## config.mk

```make
export PLATFORM = sky130hd
export DESIGN_NAME = tie_execute
export DESIGN_NICKNAME = d
export VERILOG_FILES = /design/src/core/tie_pkg.sv /design/src/core/tie_flag_alu.sv /design/src/core/tie_execute.sv
export SDC_FILE = /design/constraint.sdc
export NUM_CORES = 1
export LEC_CHECK = 0
export BUFFER_PORTS_ARGS = -buffer_cell sky130_fd_sc_hd__buf_2
export CAP_MARGIN = 20
export CORE_AREA = 2 2 83 100
export DETAILED_ROUTE_END_ITERATION = 10
export DIE_AREA = 0 0 85 102
export PLACE_DENSITY = 0.77
export SYNTH_ARGS = -nofsm -noshare
export SYNTH_HDL_FRONTEND = slang
export SYNTH_SLANG_ARGS = --single-unit
export TNS_END_PERCENT = 50
```

## constraint.sdc

```tcl
create_clock -name clk_i -period 2.2 [get_ports clk_i]
set_input_delay 0.11 -clock clk_i [delete_from_list [all_inputs] [get_ports clk_i]]
set_output_delay 0.11 -clock clk_i [all_outputs]
set_load 0.1 [all_outputs]
```

## src/core/tie_pkg.sv

```systemverilog
// Package: opcodes, widths and reset values for the tail execute block
package tie_pkg;
    localparam int DATA_W = 8;
    localparam int REG_ADDR_W = 7;
    localparam int PAGE_W = 3;
    localparam int ROM_ADDR_W = PAGE_W + DATA_W;
    localparam int ROM_DATA_W = 14;
    localparam int HIGH_W = 6;
    localparam int HIGH_LSB = 8;
    localparam int NIB_W = 4;
    localparam logic [DATA_W-1:0] ZERO_BYTE = 8'h00;
    localparam logic [DATA_W-1:0] WORK_RST = 8'h00;
    localparam logic [DATA_W-1:0] TMODE_RST = 8'h00;
    localparam logic [HIGH_W-1:0] HIGH_RST = 6'h00;
    localparam logic TO_RST = 1'b1;
    localparam logic PDN_RST = 1'b1;
    localparam logic TO_HALT = 1'b1;
    localparam logic PDN_HALT = 1'b0;
    localparam logic DEST_WORK = 1'b0;

    typedef enum logic [3:0] {
        TIE_OP_NONE = 4'h0,
        TIE_OP_HALT = 4'h1,
        TIE_OP_IMM_MINUS_WORK = 4'h2,
        TIE_OP_NIBBLE_EXCHANGE = 4'h3,
        TIE_OP_TIMER_MODE_LOAD = 4'h4,
        TIE_OP_TIMER_MODE_READ = 4'h5,
        TIE_OP_PROGRAM_WORD_READ = 4'h6,
        TIE_OP_REG_EXCLUSIVE_OR = 4'h7,
        TIE_OP_IMM_EXCLUSIVE_OR = 4'h8
    } tie_op_t;

    typedef enum logic [1:0] {
        TIE_ST_IDLE = 2'b00,
        TIE_ST_FETCH = 2'b01,
        TIE_ST_HALTED = 2'b10
    } tie_state_t;
endpackage

```

## src/core/tie_flag_alu.sv

```systemverilog
// Arithmetic unit: immediate minus work register, swap and exclusive-OR
module tie_flag_alu
    import tie_pkg::*;
(
    input wire tie_pkg::tie_op_t op_i,
    input wire logic [tie_pkg::DATA_W-1:0] work_i,
    input wire logic [tie_pkg::DATA_W-1:0] operand_i,
    output logic [tie_pkg::DATA_W-1:0] result_o,
    output logic zero_o,
    output logic nibble_borrow_o,
    output logic carry_o
);
    logic [DATA_W:0] diff;
    logic [NIB_W:0] low_diff;

    // ===========================================
    // Subtract with borrow-out and nibble borrow
    assign diff = {1'b0, operand_i} - {1'b0, work_i};
    assign low_diff = {1'b0, operand_i[NIB_W-1:0]}
        - {1'b0, work_i[NIB_W-1:0]};

    always_comb
    begin
        unique case (op_i)
            TIE_OP_IMM_MINUS_WORK: result_o = diff[DATA_W-1:0];
            TIE_OP_NIBBLE_EXCHANGE: result_o = {operand_i[NIB_W-1:0],
                operand_i[DATA_W-1:NIB_W]};
            TIE_OP_REG_EXCLUSIVE_OR,
            TIE_OP_IMM_EXCLUSIVE_OR:
                result_o = work_i ^ operand_i;
            default: result_o = operand_i;
        endcase
    end

    assign zero_o = (result_o == ZERO_BYTE);
    assign carry_o = ~diff[DATA_W];
    assign nibble_borrow_o = ~low_diff[NIB_W];
endmodule

```

## src/core/tie_execute.sv

```systemverilog
// Execute stage for halt, subtract, swap, timer mode, table read and XOR
// How it works
// - Halt pulses the watchdog clear output for one cycle and enters the halted state.
// - Immediate minus work goes to work; zero, nibble, carry flags.
// - Nibble exchange swaps the register's halves, flags untouched.
// - Destination 0 writes the work register, 1 writes the register.
// - Timer mode load copies work into the mode register in one cycle.
// - Timer mode read copies the mode register into work in one cycle.
// - Table read fetches at {page bits 2..0, work}, low byte to work.
// - Table read: bits 13..8 to the high latch, two cycles, no flags.
// - Register XOR routes by destination, sets only zero, one cycle.
// - Immediate XOR writes work, sets only zero, in one cycle.
module tie_execute
    import tie_pkg::*;
(
    input wire logic clk_i,
    input wire logic arst_n_i,
    input wire logic op_valid_i,
    input wire tie_pkg::tie_op_t op_i,
    input wire logic [tie_pkg::DATA_W-1:0] imm_i,
    input wire logic [tie_pkg::REG_ADDR_W-1:0] reg_addr_i,
    input wire logic dest_i,
    input wire logic [tie_pkg::DATA_W-1:0] reg_rdata_i,
    input wire logic [tie_pkg::PAGE_W-1:0] table_page_pointer_i,
    input wire logic [tie_pkg::ROM_DATA_W-1:0] rom_data_i,
    input wire logic wake_i,
    output logic busy_o,
    output logic [tie_pkg::REG_ADDR_W-1:0] reg_addr_o,
    output logic reg_we_o,
    output logic [tie_pkg::DATA_W-1:0] reg_wdata_o,
    output logic [tie_pkg::ROM_ADDR_W-1:0] rom_addr_o,
    output logic [tie_pkg::DATA_W-1:0] work_register_o,
    output logic [tie_pkg::DATA_W-1:0] timer_mode_reg_o,
    output logic [tie_pkg::HIGH_W-1:0] table_high_latch_o,
    output logic zero_flag_o,
    output logic nibble_borrow_flag_o,
    output logic carry_flag_o,
    output logic watchdog_expiry_flag_o,
    output logic powerdown_flag_o,
    output logic watchdog_clear_o,
    output logic halt_o
);
    import tie_pkg::*;

    tie_state_t state_q;
    logic [DATA_W-1:0] work_q;
    logic [DATA_W-1:0] tmode_q;
    logic [HIGH_W-1:0] high_q;
    logic [ROM_ADDR_W-1:0] rom_addr_q;
    logic [DATA_W-1:0] wdata_q;
    logic [REG_ADDR_W-1:0] waddr_q;
    logic we_q;
    logic z_q;
    logic nbr_q;
    logic c_q;
    logic to_q;
    logic pdn_q;
    logic wdog_clr_q;
    logic [DATA_W-1:0] alu_res;
    logic alu_z;
    logic alu_nbr;
    logic alu_c;
    logic [DATA_W-1:0] operand;
    logic go;
    logic to_reg;

    // ===========================================
    // Operand choice and arithmetic unit
    assign go = op_valid_i && (state_q == TIE_ST_IDLE);
    assign operand = (op_i == TIE_OP_IMM_MINUS_WORK
        || op_i == TIE_OP_IMM_EXCLUSIVE_OR) ? imm_i : reg_rdata_i;
    assign to_reg = (dest_i != DEST_WORK)
        && (op_i == TIE_OP_NIBBLE_EXCHANGE
        || op_i == TIE_OP_REG_EXCLUSIVE_OR);

    tie_flag_alu tie_flag_alu_i (
        .op_i(op_i),
        .work_i(work_q),
        .operand_i(operand),
        .result_o(alu_res),
        .zero_o(alu_z),
        .nibble_borrow_o(alu_nbr),
        .carry_o(alu_c)
    );

    // ===========================================
    // Sequencer: table read and halt
    always_ff @(posedge clk_i or negedge arst_n_i)
    begin
        if (!arst_n_i)
        begin
            state_q <= TIE_ST_IDLE;
            rom_addr_q <= '0;
        end
        else
        begin
            unique case (state_q)
                TIE_ST_IDLE:
                begin
                    if (go && op_i == TIE_OP_PROGRAM_WORD_READ)
                    begin
                        state_q <= TIE_ST_FETCH;
                        rom_addr_q <= {table_page_pointer_i,
                            work_q};
                    end
                    else if (go && op_i == TIE_OP_HALT)
                    begin
                        state_q <= TIE_ST_HALTED;
                    end
                end
                TIE_ST_FETCH:
                begin
                    state_q <= TIE_ST_IDLE;
                end
                TIE_ST_HALTED:
                begin
                    if (wake_i)
                    begin
                        state_q <= TIE_ST_IDLE;
                    end
                end
                default:
                begin
                    state_q <= TIE_ST_IDLE;
                end
            endcase
        end
    end

    // ===========================================
    // Work register
    always_ff @(posedge clk_i or negedge arst_n_i)
    begin
        if (!arst_n_i)
        begin
            work_q <= WORK_RST;
        end
        else if (state_q == TIE_ST_FETCH)
        begin
            work_q <= rom_data_i[DATA_W-1:0];
        end
        else if (go)
        begin
            unique case (op_i)
                TIE_OP_IMM_MINUS_WORK,
                TIE_OP_IMM_EXCLUSIVE_OR:
                    work_q <= alu_res;
                TIE_OP_NIBBLE_EXCHANGE,
                TIE_OP_REG_EXCLUSIVE_OR:
                    if (!to_reg)
                    begin
                        work_q <= alu_res;
                    end
                TIE_OP_TIMER_MODE_READ: work_q <= tmode_q;
                default: work_q <= work_q;
            endcase
        end
    end

    // ===========================================
    // Timer mode register and table high latch
    always_ff @(posedge clk_i or negedge arst_n_i)
    begin
        if (!arst_n_i)
        begin
            tmode_q <= TMODE_RST;
        end
        else if (go && op_i == TIE_OP_TIMER_MODE_LOAD)
        begin
            tmode_q <= work_q;
        end
    end

    always_ff @(posedge clk_i or negedge arst_n_i)
    begin
        if (!arst_n_i)
        begin
            high_q <= HIGH_RST;
        end
        else if (state_q == TIE_ST_FETCH)
        begin
            high_q <= rom_data_i[HIGH_LSB+HIGH_W-1:HIGH_LSB];
        end
    end

    // ===========================================
    // Register file write-back
    always_ff @(posedge clk_i or negedge arst_n_i)
    begin
        if (!arst_n_i)
        begin
            we_q <= 1'b0;
            wdata_q <= ZERO_BYTE;
            waddr_q <= '0;
        end
        else
        begin
            we_q <= go && to_reg;
            if (go && to_reg)
            begin
                wdata_q <= alu_res;
                waddr_q <= reg_addr_i;
            end
        end
    end

    // ===========================================
    // Status flags
    always_ff @(posedge clk_i or negedge arst_n_i)
    begin
        if (!arst_n_i)
        begin
            z_q <= 1'b0;
            nbr_q <= 1'b0;
            c_q <= 1'b0;
        end
        else if (go)
        begin
            if (op_i == TIE_OP_IMM_MINUS_WORK)
            begin
                z_q <= alu_z;
                nbr_q <= alu_nbr;
                c_q <= alu_c;
            end
            else if (op_i == TIE_OP_REG_EXCLUSIVE_OR
                || op_i == TIE_OP_IMM_EXCLUSIVE_OR)
            begin
                z_q <= alu_z;
            end
        end
    end

    // ===========================================
    // Halt entry: watchdog clear and power flags
    always_ff @(posedge clk_i or negedge arst_n_i)
    begin
        if (!arst_n_i)
        begin
            to_q <= TO_RST;
            pdn_q <= PDN_RST;
            wdog_clr_q <= 1'b0;
        end
        else
        begin
            wdog_clr_q <= go && op_i == TIE_OP_HALT;
            if (go && op_i == TIE_OP_HALT)
            begin
                to_q <= TO_HALT;
                pdn_q <= PDN_HALT;
            end
        end
    end

    assign busy_o = (state_q != TIE_ST_IDLE);
    assign halt_o = (state_q == TIE_ST_HALTED);
    assign reg_addr_o = we_q ? waddr_q : reg_addr_i;
    assign reg_we_o = we_q;
    assign reg_wdata_o = wdata_q;
    assign rom_addr_o = rom_addr_q;
    assign work_register_o = work_q;
    assign timer_mode_reg_o = tmode_q;
    assign table_high_latch_o = high_q;
    assign zero_flag_o = z_q;
    assign nibble_borrow_flag_o = nbr_q;
    assign carry_flag_o = c_q;
    assign watchdog_expiry_flag_o = to_q;
    assign powerdown_flag_o = pdn_q;
    assign watchdog_clear_o = wdog_clr_q;
endmodule

```

# Word level (Yosys, flattened, before mapping)
# Cells that the tools add are included.
[totals] ff_bits=56 input_bits=49 out_inout_bits=57 word_cells=67
[op_classes] add_sub_neg=2 eq_ne=13 n_mux=13 bitwise_logic=3 reduce_logical=23
[ops] cell="8-bit one-hot mux with 3 select lines" count=2
[ops] cell="8-bit 2-to-1 mux" count=4
[ops] cell="4-bit by 3-bit == test with 1-bit output (second input constant)" count=4
[ops] cell="8-bit by 8-bit subtractor with 9-bit output" count=1
[ops] cell="4-bit by 2-bit == test with 1-bit output (second input constant)" count=2
[ops] cell="8-bit logical NOT" count=1
[ops] cell="2-bit AND reduction" count=4
[ops] cell="8-bit XOR" count=1
[ops] cell="7-bit 2-to-1 mux" count=1
[ops] cell="1-bit logical AND" count=6
[ops] cell="2-bit 2-to-1 mux" count=3
[ops] cell="2-bit nonzero test" count=3
[ops] cell="2-bit OR reduction" count=3
[ops] cell="4-bit by 4-bit subtractor with 5-bit output" count=1
[ops] cell="4-bit by 1-bit == test with 1-bit output (second input constant)" count=1
[ops] cell="4-bit == test (second input constant)" count=1
[ops] cell="2-bit one-hot mux with 2 select lines" count=1
[ops] cell="4-bit nonzero test" count=1
[ops] cell="1-bit logical OR" count=3
[ops] cell="3-bit by 1-bit != test with 1-bit output (second input constant)" count=1
[ops] cell="3-bit != test (second input constant)" count=1
[ops] cell="3-bit AND reduction" count=1
[ops] cell="2-bit by 1-bit == test with 1-bit output (second input constant)" count=1
[ops] cell="2-bit == test (second input constant)" count=1
[ops] cell="4 further kinds" count=6

# Depth between registers and ports, before layout
[logic_depth] depth_word=9 ltp_mapped=13

# Modules after synthesis
# From an unflattened synthesis, not the netlist that was laid out.
[unflattened] cells_unflattened=303 hier_area_um2=3388.2
[by_module_without_submodules] module="tie_execute" instances=1 cells_each=182 area_per_inst_um2=2538.7
[by_module_without_submodules] module="tie_flag_alu" instances=1 cells_each=121 area_per_inst_um2=849.6

# Least setup slack after synthesis
# Ideal clock, no wire load.
[synth_path] path_type="register to register" start="register work_q[0], in the netlist work_register_o[0]" end="register work_q[6], in the netlist work_register_o[6]" setup_time_ns=0.094 arrival_time_ns=2.871 required_ns=2.106 path_slack_ns=-0.765 path_stages_with_launch=10 n_path_buf=0 synth_period_minus_slack_ns=2.965 path_cell_list="dfrtp_1 > ha_1 > inv_1 > fa_1 > a21o_1 > a221oi_1 > mux2i_1 > o22a_1 > mux2i_1 > a211oi_1"
[synth_via] elab_chain_cells=6
[synth_rtl] item="start: declaration" line_no="tie_execute.sv:46" source="logic [DATA_W-1:0] work_q;"
[synth_rtl] item="start signal: assignment" line_no="tie_execute.sv:140" source="work_q <= rom_data_i[DATA_W-1:0];"
[synth_rtl] item="start signal: assignment" line_no="tie_execute.sv:147" source="work_q <= alu_res;"
[synth_rtl] item="start signal: assignment" line_no="tie_execute.sv:152" source="work_q <= alu_res;"
[synth_rtl] item="8-bit by 8-bit subtractor with 9-bit output *" line_no="tie_flag_alu.sv:18" source="assign diff = {1'b0, operand_i} - {1'b0, work_i};"
[synth_rtl] item="8-bit one-hot mux with 3 select lines *" line_no="tie_flag_alu.sv:24" source="unique case (op_i)"
[synth_rtl] item="8-bit 2-to-1 mux" line_no="tie_execute.sv:150" source="if (!to_reg)"
[synth_rtl] item="8-bit one-hot mux with 3 select lines *" line_no="tie_execute.sv:144" source="unique case (op_i)"
[synth_rtl] item="8-bit 2-to-1 mux *" line_no="tie_execute.sv:142" source="else if (go)"
[synth_rtl] item="8-bit 2-to-1 mux *" line_no="tie_execute.sv:138" source="else if (state_q == TIE_ST_FETCH)"
# Mark *: on every way between the ends. The rest lies on a longest branch, timed or not. The select of a mux whose other input is x is not followed.
# A chain may end at the register's enable or synchronous reset.

# Final worst setup path
[layout_path] start="input port op_i[1]" end="register z_q, in the netlist zero_flag_o"
[layout_via] elab_chain_cells=8 elab_cells_between_ends=16 classes_between="1 x add/sub; 4 x eq/ne; 4 x mux; 1 x bitwise; 6 x reduce/logical"
[layout_rtl] item="start: declaration" line_no="tie_execute.sv:19" source="input wire tie_pkg::tie_op_t op_i,"
[layout_rtl] item="4-bit by 2-bit == test with 1-bit output or 4-bit == test (tied branches)"
[layout_rtl] item="1-bit logical OR" line_no="tie_execute.sv:71" source="|| op_i == TIE_OP_IMM_EXCLUSIVE_OR) ? imm_i : reg_rdata_i;"
[layout_rtl] item="8-bit 2-to-1 mux" line_no="tie_execute.sv:71"
[layout_rtl] item="8-bit by 8-bit subtractor with 9-bit output or 8-bit XOR (tied branches)" line_no="tie_flag_alu.sv:18, tie_flag_alu.sv:30"
[layout_rtl] item="8-bit one-hot mux with 3 select lines" line_no="tie_flag_alu.sv:24"
[layout_rtl] item="8-bit logical NOT" line_no="tie_flag_alu.sv:35" source="assign zero_o = (result_o == ZERO_BYTE);"
[layout_rtl] item="1-bit 2-to-1 mux" line_no="tie_execute.sv:225" source="else if (op_i == TIE_OP_REG_EXCLUSIVE_OR"
[layout_rtl] item="1-bit 2-to-1 mux" line_no="tie_execute.sv:219" source="if (op_i == TIE_OP_IMM_MINUS_WORK)"
[layout_rtl] item="end signal: assignment" line_no="tie_execute.sv:221" source="z_q <= alu_z;"
[layout_rtl] item="end signal: assignment" line_no="tie_execute.sv:228" source="z_q <= alu_z;"
[layout_rtl] item="end: declaration" line_no="tie_execute.sv:53" source="logic z_q;"
# Parallel ways exist; a longest one is shown, timed or not. The select of a mux whose other input is x is not followed.

==> out/results.txt <==
Summing internal, switching and leakage power gives 5.61 mW. Fraction of final layout cells with drive strength greater than 1: 0.455. No sink is reached through more buffers than the 2 on the longest clock path.

The placer's final routability congestion estimate was 0.961. Clock-pin slew reported for the worst setup and hold paths after clock tree synthesis: 100 ps. The floorplan step set the die width to 85 um. The flip-flop and latch count after synthesis was 56; the number of DRC markers after the initial detailed-route iteration was 183.

The number of nets handed over by synthesis was 441. Summed over all layers, the routed wires come to 11100 um. The synthesized netlist occupies a cell area of 0.00337 mm2. For the total number of H-tree levels, the log shows 2. The repair_antennas step left the layout with diodes totalling 0. The minimum setup slack in the final design was -322 ps; the proportion of netlist area held by the largest area contributor was 0.408. For this run, the top clock speed supported by timing is 0.396 GHz.

The via density per instance was 5.41. The checks that failed: hold timing, setup timing. The die covers 0.00867 mm2. Sorting the synthesized cells by area gives the leading types as sky130_fd_sc_hd__dfrtp_1, sky130_fd_sc_hd__nand2_1, sky130_fd_sc_hd__mux2_2. Post-synthesis cell type with the largest combined area: sky130_fd_sc_hd__dfrtp_1. The slowest stage of the critical path belongs to the cell sky130_fd_sc_hd__or4_4. The post-route clock period utilization was 1.15. The worst setup path is launched from an input pin.

The run gives 0.440 as the initial core utilization. The initial antenna violation count came out at 0. The relative max-transition margin is 0.524, and the number of buffers created by CTS is 5.

After detailed routing, the number of remaining DRC violations is 0. The smallest clock period supported by the final layout is computed as 2520 ps. The most numerous cell type found on the critical path is sky130_fd_sc_hd__buf_6. The first detailed-routing pass took 4 iterations. Via count of the first global-routing pass: 3429. The count of buffers added on input and output ports is 104. The final count of pins violating max slew was 0; the slew at the pin closest to its max-slew limit was 714 ps.

The flow ran to the end, but the final reports show violations. Counting every sink on the clock net gives 56. By startpoint and endpoint, the worst setup path is classified as in2reg. The run gives 18.1 ps as the worst clock skew. For the worst path required time, the log shows 2400 ps.

The worst setup path is captured at a flip-flop. TritonCTS built the clock tree. The netlist uses 65 different library cells. Sequential-to-total area share from yosys stat: 0.416.

The aggregate global-route resource usage is 0.260. Top-level port count: 106. The count of final setup violators is 13. The cell with the most instances after synthesis was sky130_fd_sc_hd__nand2_1. In this run the power density over the cells is 1140 mW/mm2. The routed layout has 3532 vias. For the maximum vdd ir drop, the log shows 0.951 mV.

For the synthesized instance count, the log shows 381. The most used flip-flop cell after synthesis is sky130_fd_sc_hd__dfrtp_1. The critical path data arrival time came out at 2720 ps. The cell chosen for the clock root was sky130_fd_sc_hd__clkbuf_8.

Dividing the synthesized area by the synthesized cell count gives 8.85 um2. The Yosys step of the flow raised 0 warnings. Global routing finished with a remaining overflow of 0. The hold slack is -2.08 ps, and the total core area is 0.00766 mm2. Once detail routing completed, the nets flagged for antenna violations numbered 0.

The path class of the lowest-slack min-delay path was in2reg. Along the worst path, the maximum fanout reaches 7. Entering global routing, the biggest net connects 57 pins. The final layout contains 620 nets.

After detailed placement, the total cell area comes to 0.00438 mm2. Walking the worst path, the cells encountered are buf_8, nor2b_4, o21ai_4, buf_4, buf_6, mux2i_4, inv_2, ha_4, buf_6, nand2b_1, or4_4, a32o_2, o211ai_1, o32ai_2. The vertical die dimension is 102 um, and the growth of design area from synthesis to finish is 46.0%. The delay of the slowest cell on the worst path works out to 500 ps.

Sorting the synthesized cells by how often they occur yields sky130_fd_sc_hd__nand2_1, sky130_fd_sc_hd__dfrtp_1, sky130_fd_sc_hd__o21ai_0. Detailed placement ended at an HPWL of 8400 um. Share of synthesized registers carrying an async set or reset: 1.00. The per-cell routed wire length works out to 17.0 um. Once layout is done, the placed cells without fillers occupy 0.00492 mm2.

The standard-cell row count was 35; the max-capacitance violation count was 0. Yosys mapped a number of flops with a built-in enable equal to 0. The number of hold violations in the final report came out at 1.

The worst-skew pair later-pin latency is 320 ps. Static power due to leakage: 2.53 nW. Setup repair after global routing could not meet its margin everywhere. Wire length of the first global-routing pass: 17700 um.
## state kept, by name, indices dropped and copies added, names as in the netlist, 2 cells and up
signal	count
rom_addr_o	11
reg_wdata_o	8
timer_mode_reg_o	8
work_register_o	8
waddr_q	7
table_high_latch_o	6
state_q	2
## worst max-delay path: cells and delay by family
| kind | cells | cell delay [ps] |
|---|---|---|
| adders and majority gates | 1 | 300 |
| and+or+nand+nor | 3 | 700 |
| buffers and inverters | 5 | 570 |
| AOI/OAI and AO/OA | 4 | 810 |
| muxes | 1 | 240 |
## area by class of cell
type	instances	area [um2]
repair buffers	192	1250
clock buffers	6	82.6
well taps	92	115
multi-input cells	287	1980
clock inverters	2	13.8
fillers	671	2740
inverters	18	67.6
flip-flops and latches	56	1410
## through the flow
| stage | hold WS (ps) | util | worst slack, ps | setup TNS (ps) | std cells |
|---|---|---|---|---|---|
| 6_report | -2.08 | 0.643 | -322 | -2650 | 653 |
| 5_1_grt | 3.05 | 0.643 | -395 | -3850 | 653 |
| 4_1_cts | 3.79 | 0.628 | -341 | -2480 | 648 |
| 3_5_place_dp | 295 | 0.572 | -746 | -9610 | 617 |
| 3_3_place_gp | 278 | 0.572 | -669 | -8640 | 617 |
| 2_1_floorplan | -186 | - | -512 | -3890 | 381 |
## placed cells by master, fill, tap and decap left out, types with 5 or more instances in the layout
cell type / n
sky130_fd_sc_hd__a21oi_1: 10
sky130_fd_sc_hd__a21oi_2: 5
sky130_fd_sc_hd__buf_2: 102
sky130_fd_sc_hd__buf_4: 69
sky130_fd_sc_hd__buf_6: 5
sky130_fd_sc_hd__clkbuf_8: 6
sky130_fd_sc_hd__dfrtp_1: 48
sky130_fd_sc_hd__dfrtp_2: 7
sky130_fd_sc_hd__dlygate4sd3_1: 14
sky130_fd_sc_hd__ha_1: 5
sky130_fd_sc_hd__inv_1: 15
sky130_fd_sc_hd__mux2_2: 11
sky130_fd_sc_hd__nand2_1: 91
sky130_fd_sc_hd__nand2b_1: 9
sky130_fd_sc_hd__nand3_1: 6
sky130_fd_sc_hd__nor2_1: 21
sky130_fd_sc_hd__nor3_1: 6
sky130_fd_sc_hd__o21ai_0: 25
sky130_fd_sc_hd__o21ai_1: 9
## kinds of logic after synthesis
logic type | count (synthesis) | share of synthesized area
multiplexers | 19 | 0.0616
XOR/XNOR | 2 | 0.00519
adder cells (fa/ha/maj) | 11 | 0.0430
buffers and inverters | 38 | 0.0538
other | 1 | 0.00111
AND/OR/NAND/NOR | 161 | 0.233
AO/OA/AOI/OAI | 93 | 0.187
flip-flops | 56 | 0.416
## what timing repair did
item | CTS | global route
gates resized for setup | 30 | 17
buffers inserted | 9 | 4
pin swaps | 11 | 5
endpoints found under the hold margin | 68 | 0
cloned | 0 | 0
hold buffers | 14 | 0
setup endpoints to repair | 15 | 17
## per-layer routing
layer	vias up	wire length, um	part of all wire	global-route usage
met3	33	494	0.044	0.0347
met5	-	0	0	0
met1	1700	4680	0.42	0.334
li1	1680	-	-	-
met2	119	5510	0.50	0.445
met4	0	449	0.040	0.106
## where the power goes
part	leakage [nW]	total, mW	internal, mW	switching (mW)
logic	1.80	3.54	0.873	2.66
clock network	0.0516	0.614	0.259	0.355
registers	0.687	1.46	1.30	0.163
total	2.53	5.61	2.43	3.18
## path summary, 6_finish.rpt
kind	from	endpoint	slack, ps	cells past startpoint
min reg2reg	table_high_latch_o[0]	table_high_latch_o[0]	480	2
max reg2reg	work_register_o[0]	work_register_o[2]	-70	12
max in group asynchronous	arst_n_i	work_register_o[6]	1200	3
max	op_i[1]	zero_flag_o	-320	14
min in group asynchronous	arst_n_i	rom_addr_o[3]	470	3
min	table_page_pointer_i[1]	rom_addr_o[9]	-2	3
Note: power is estimated with default switching activity, not from simulation.
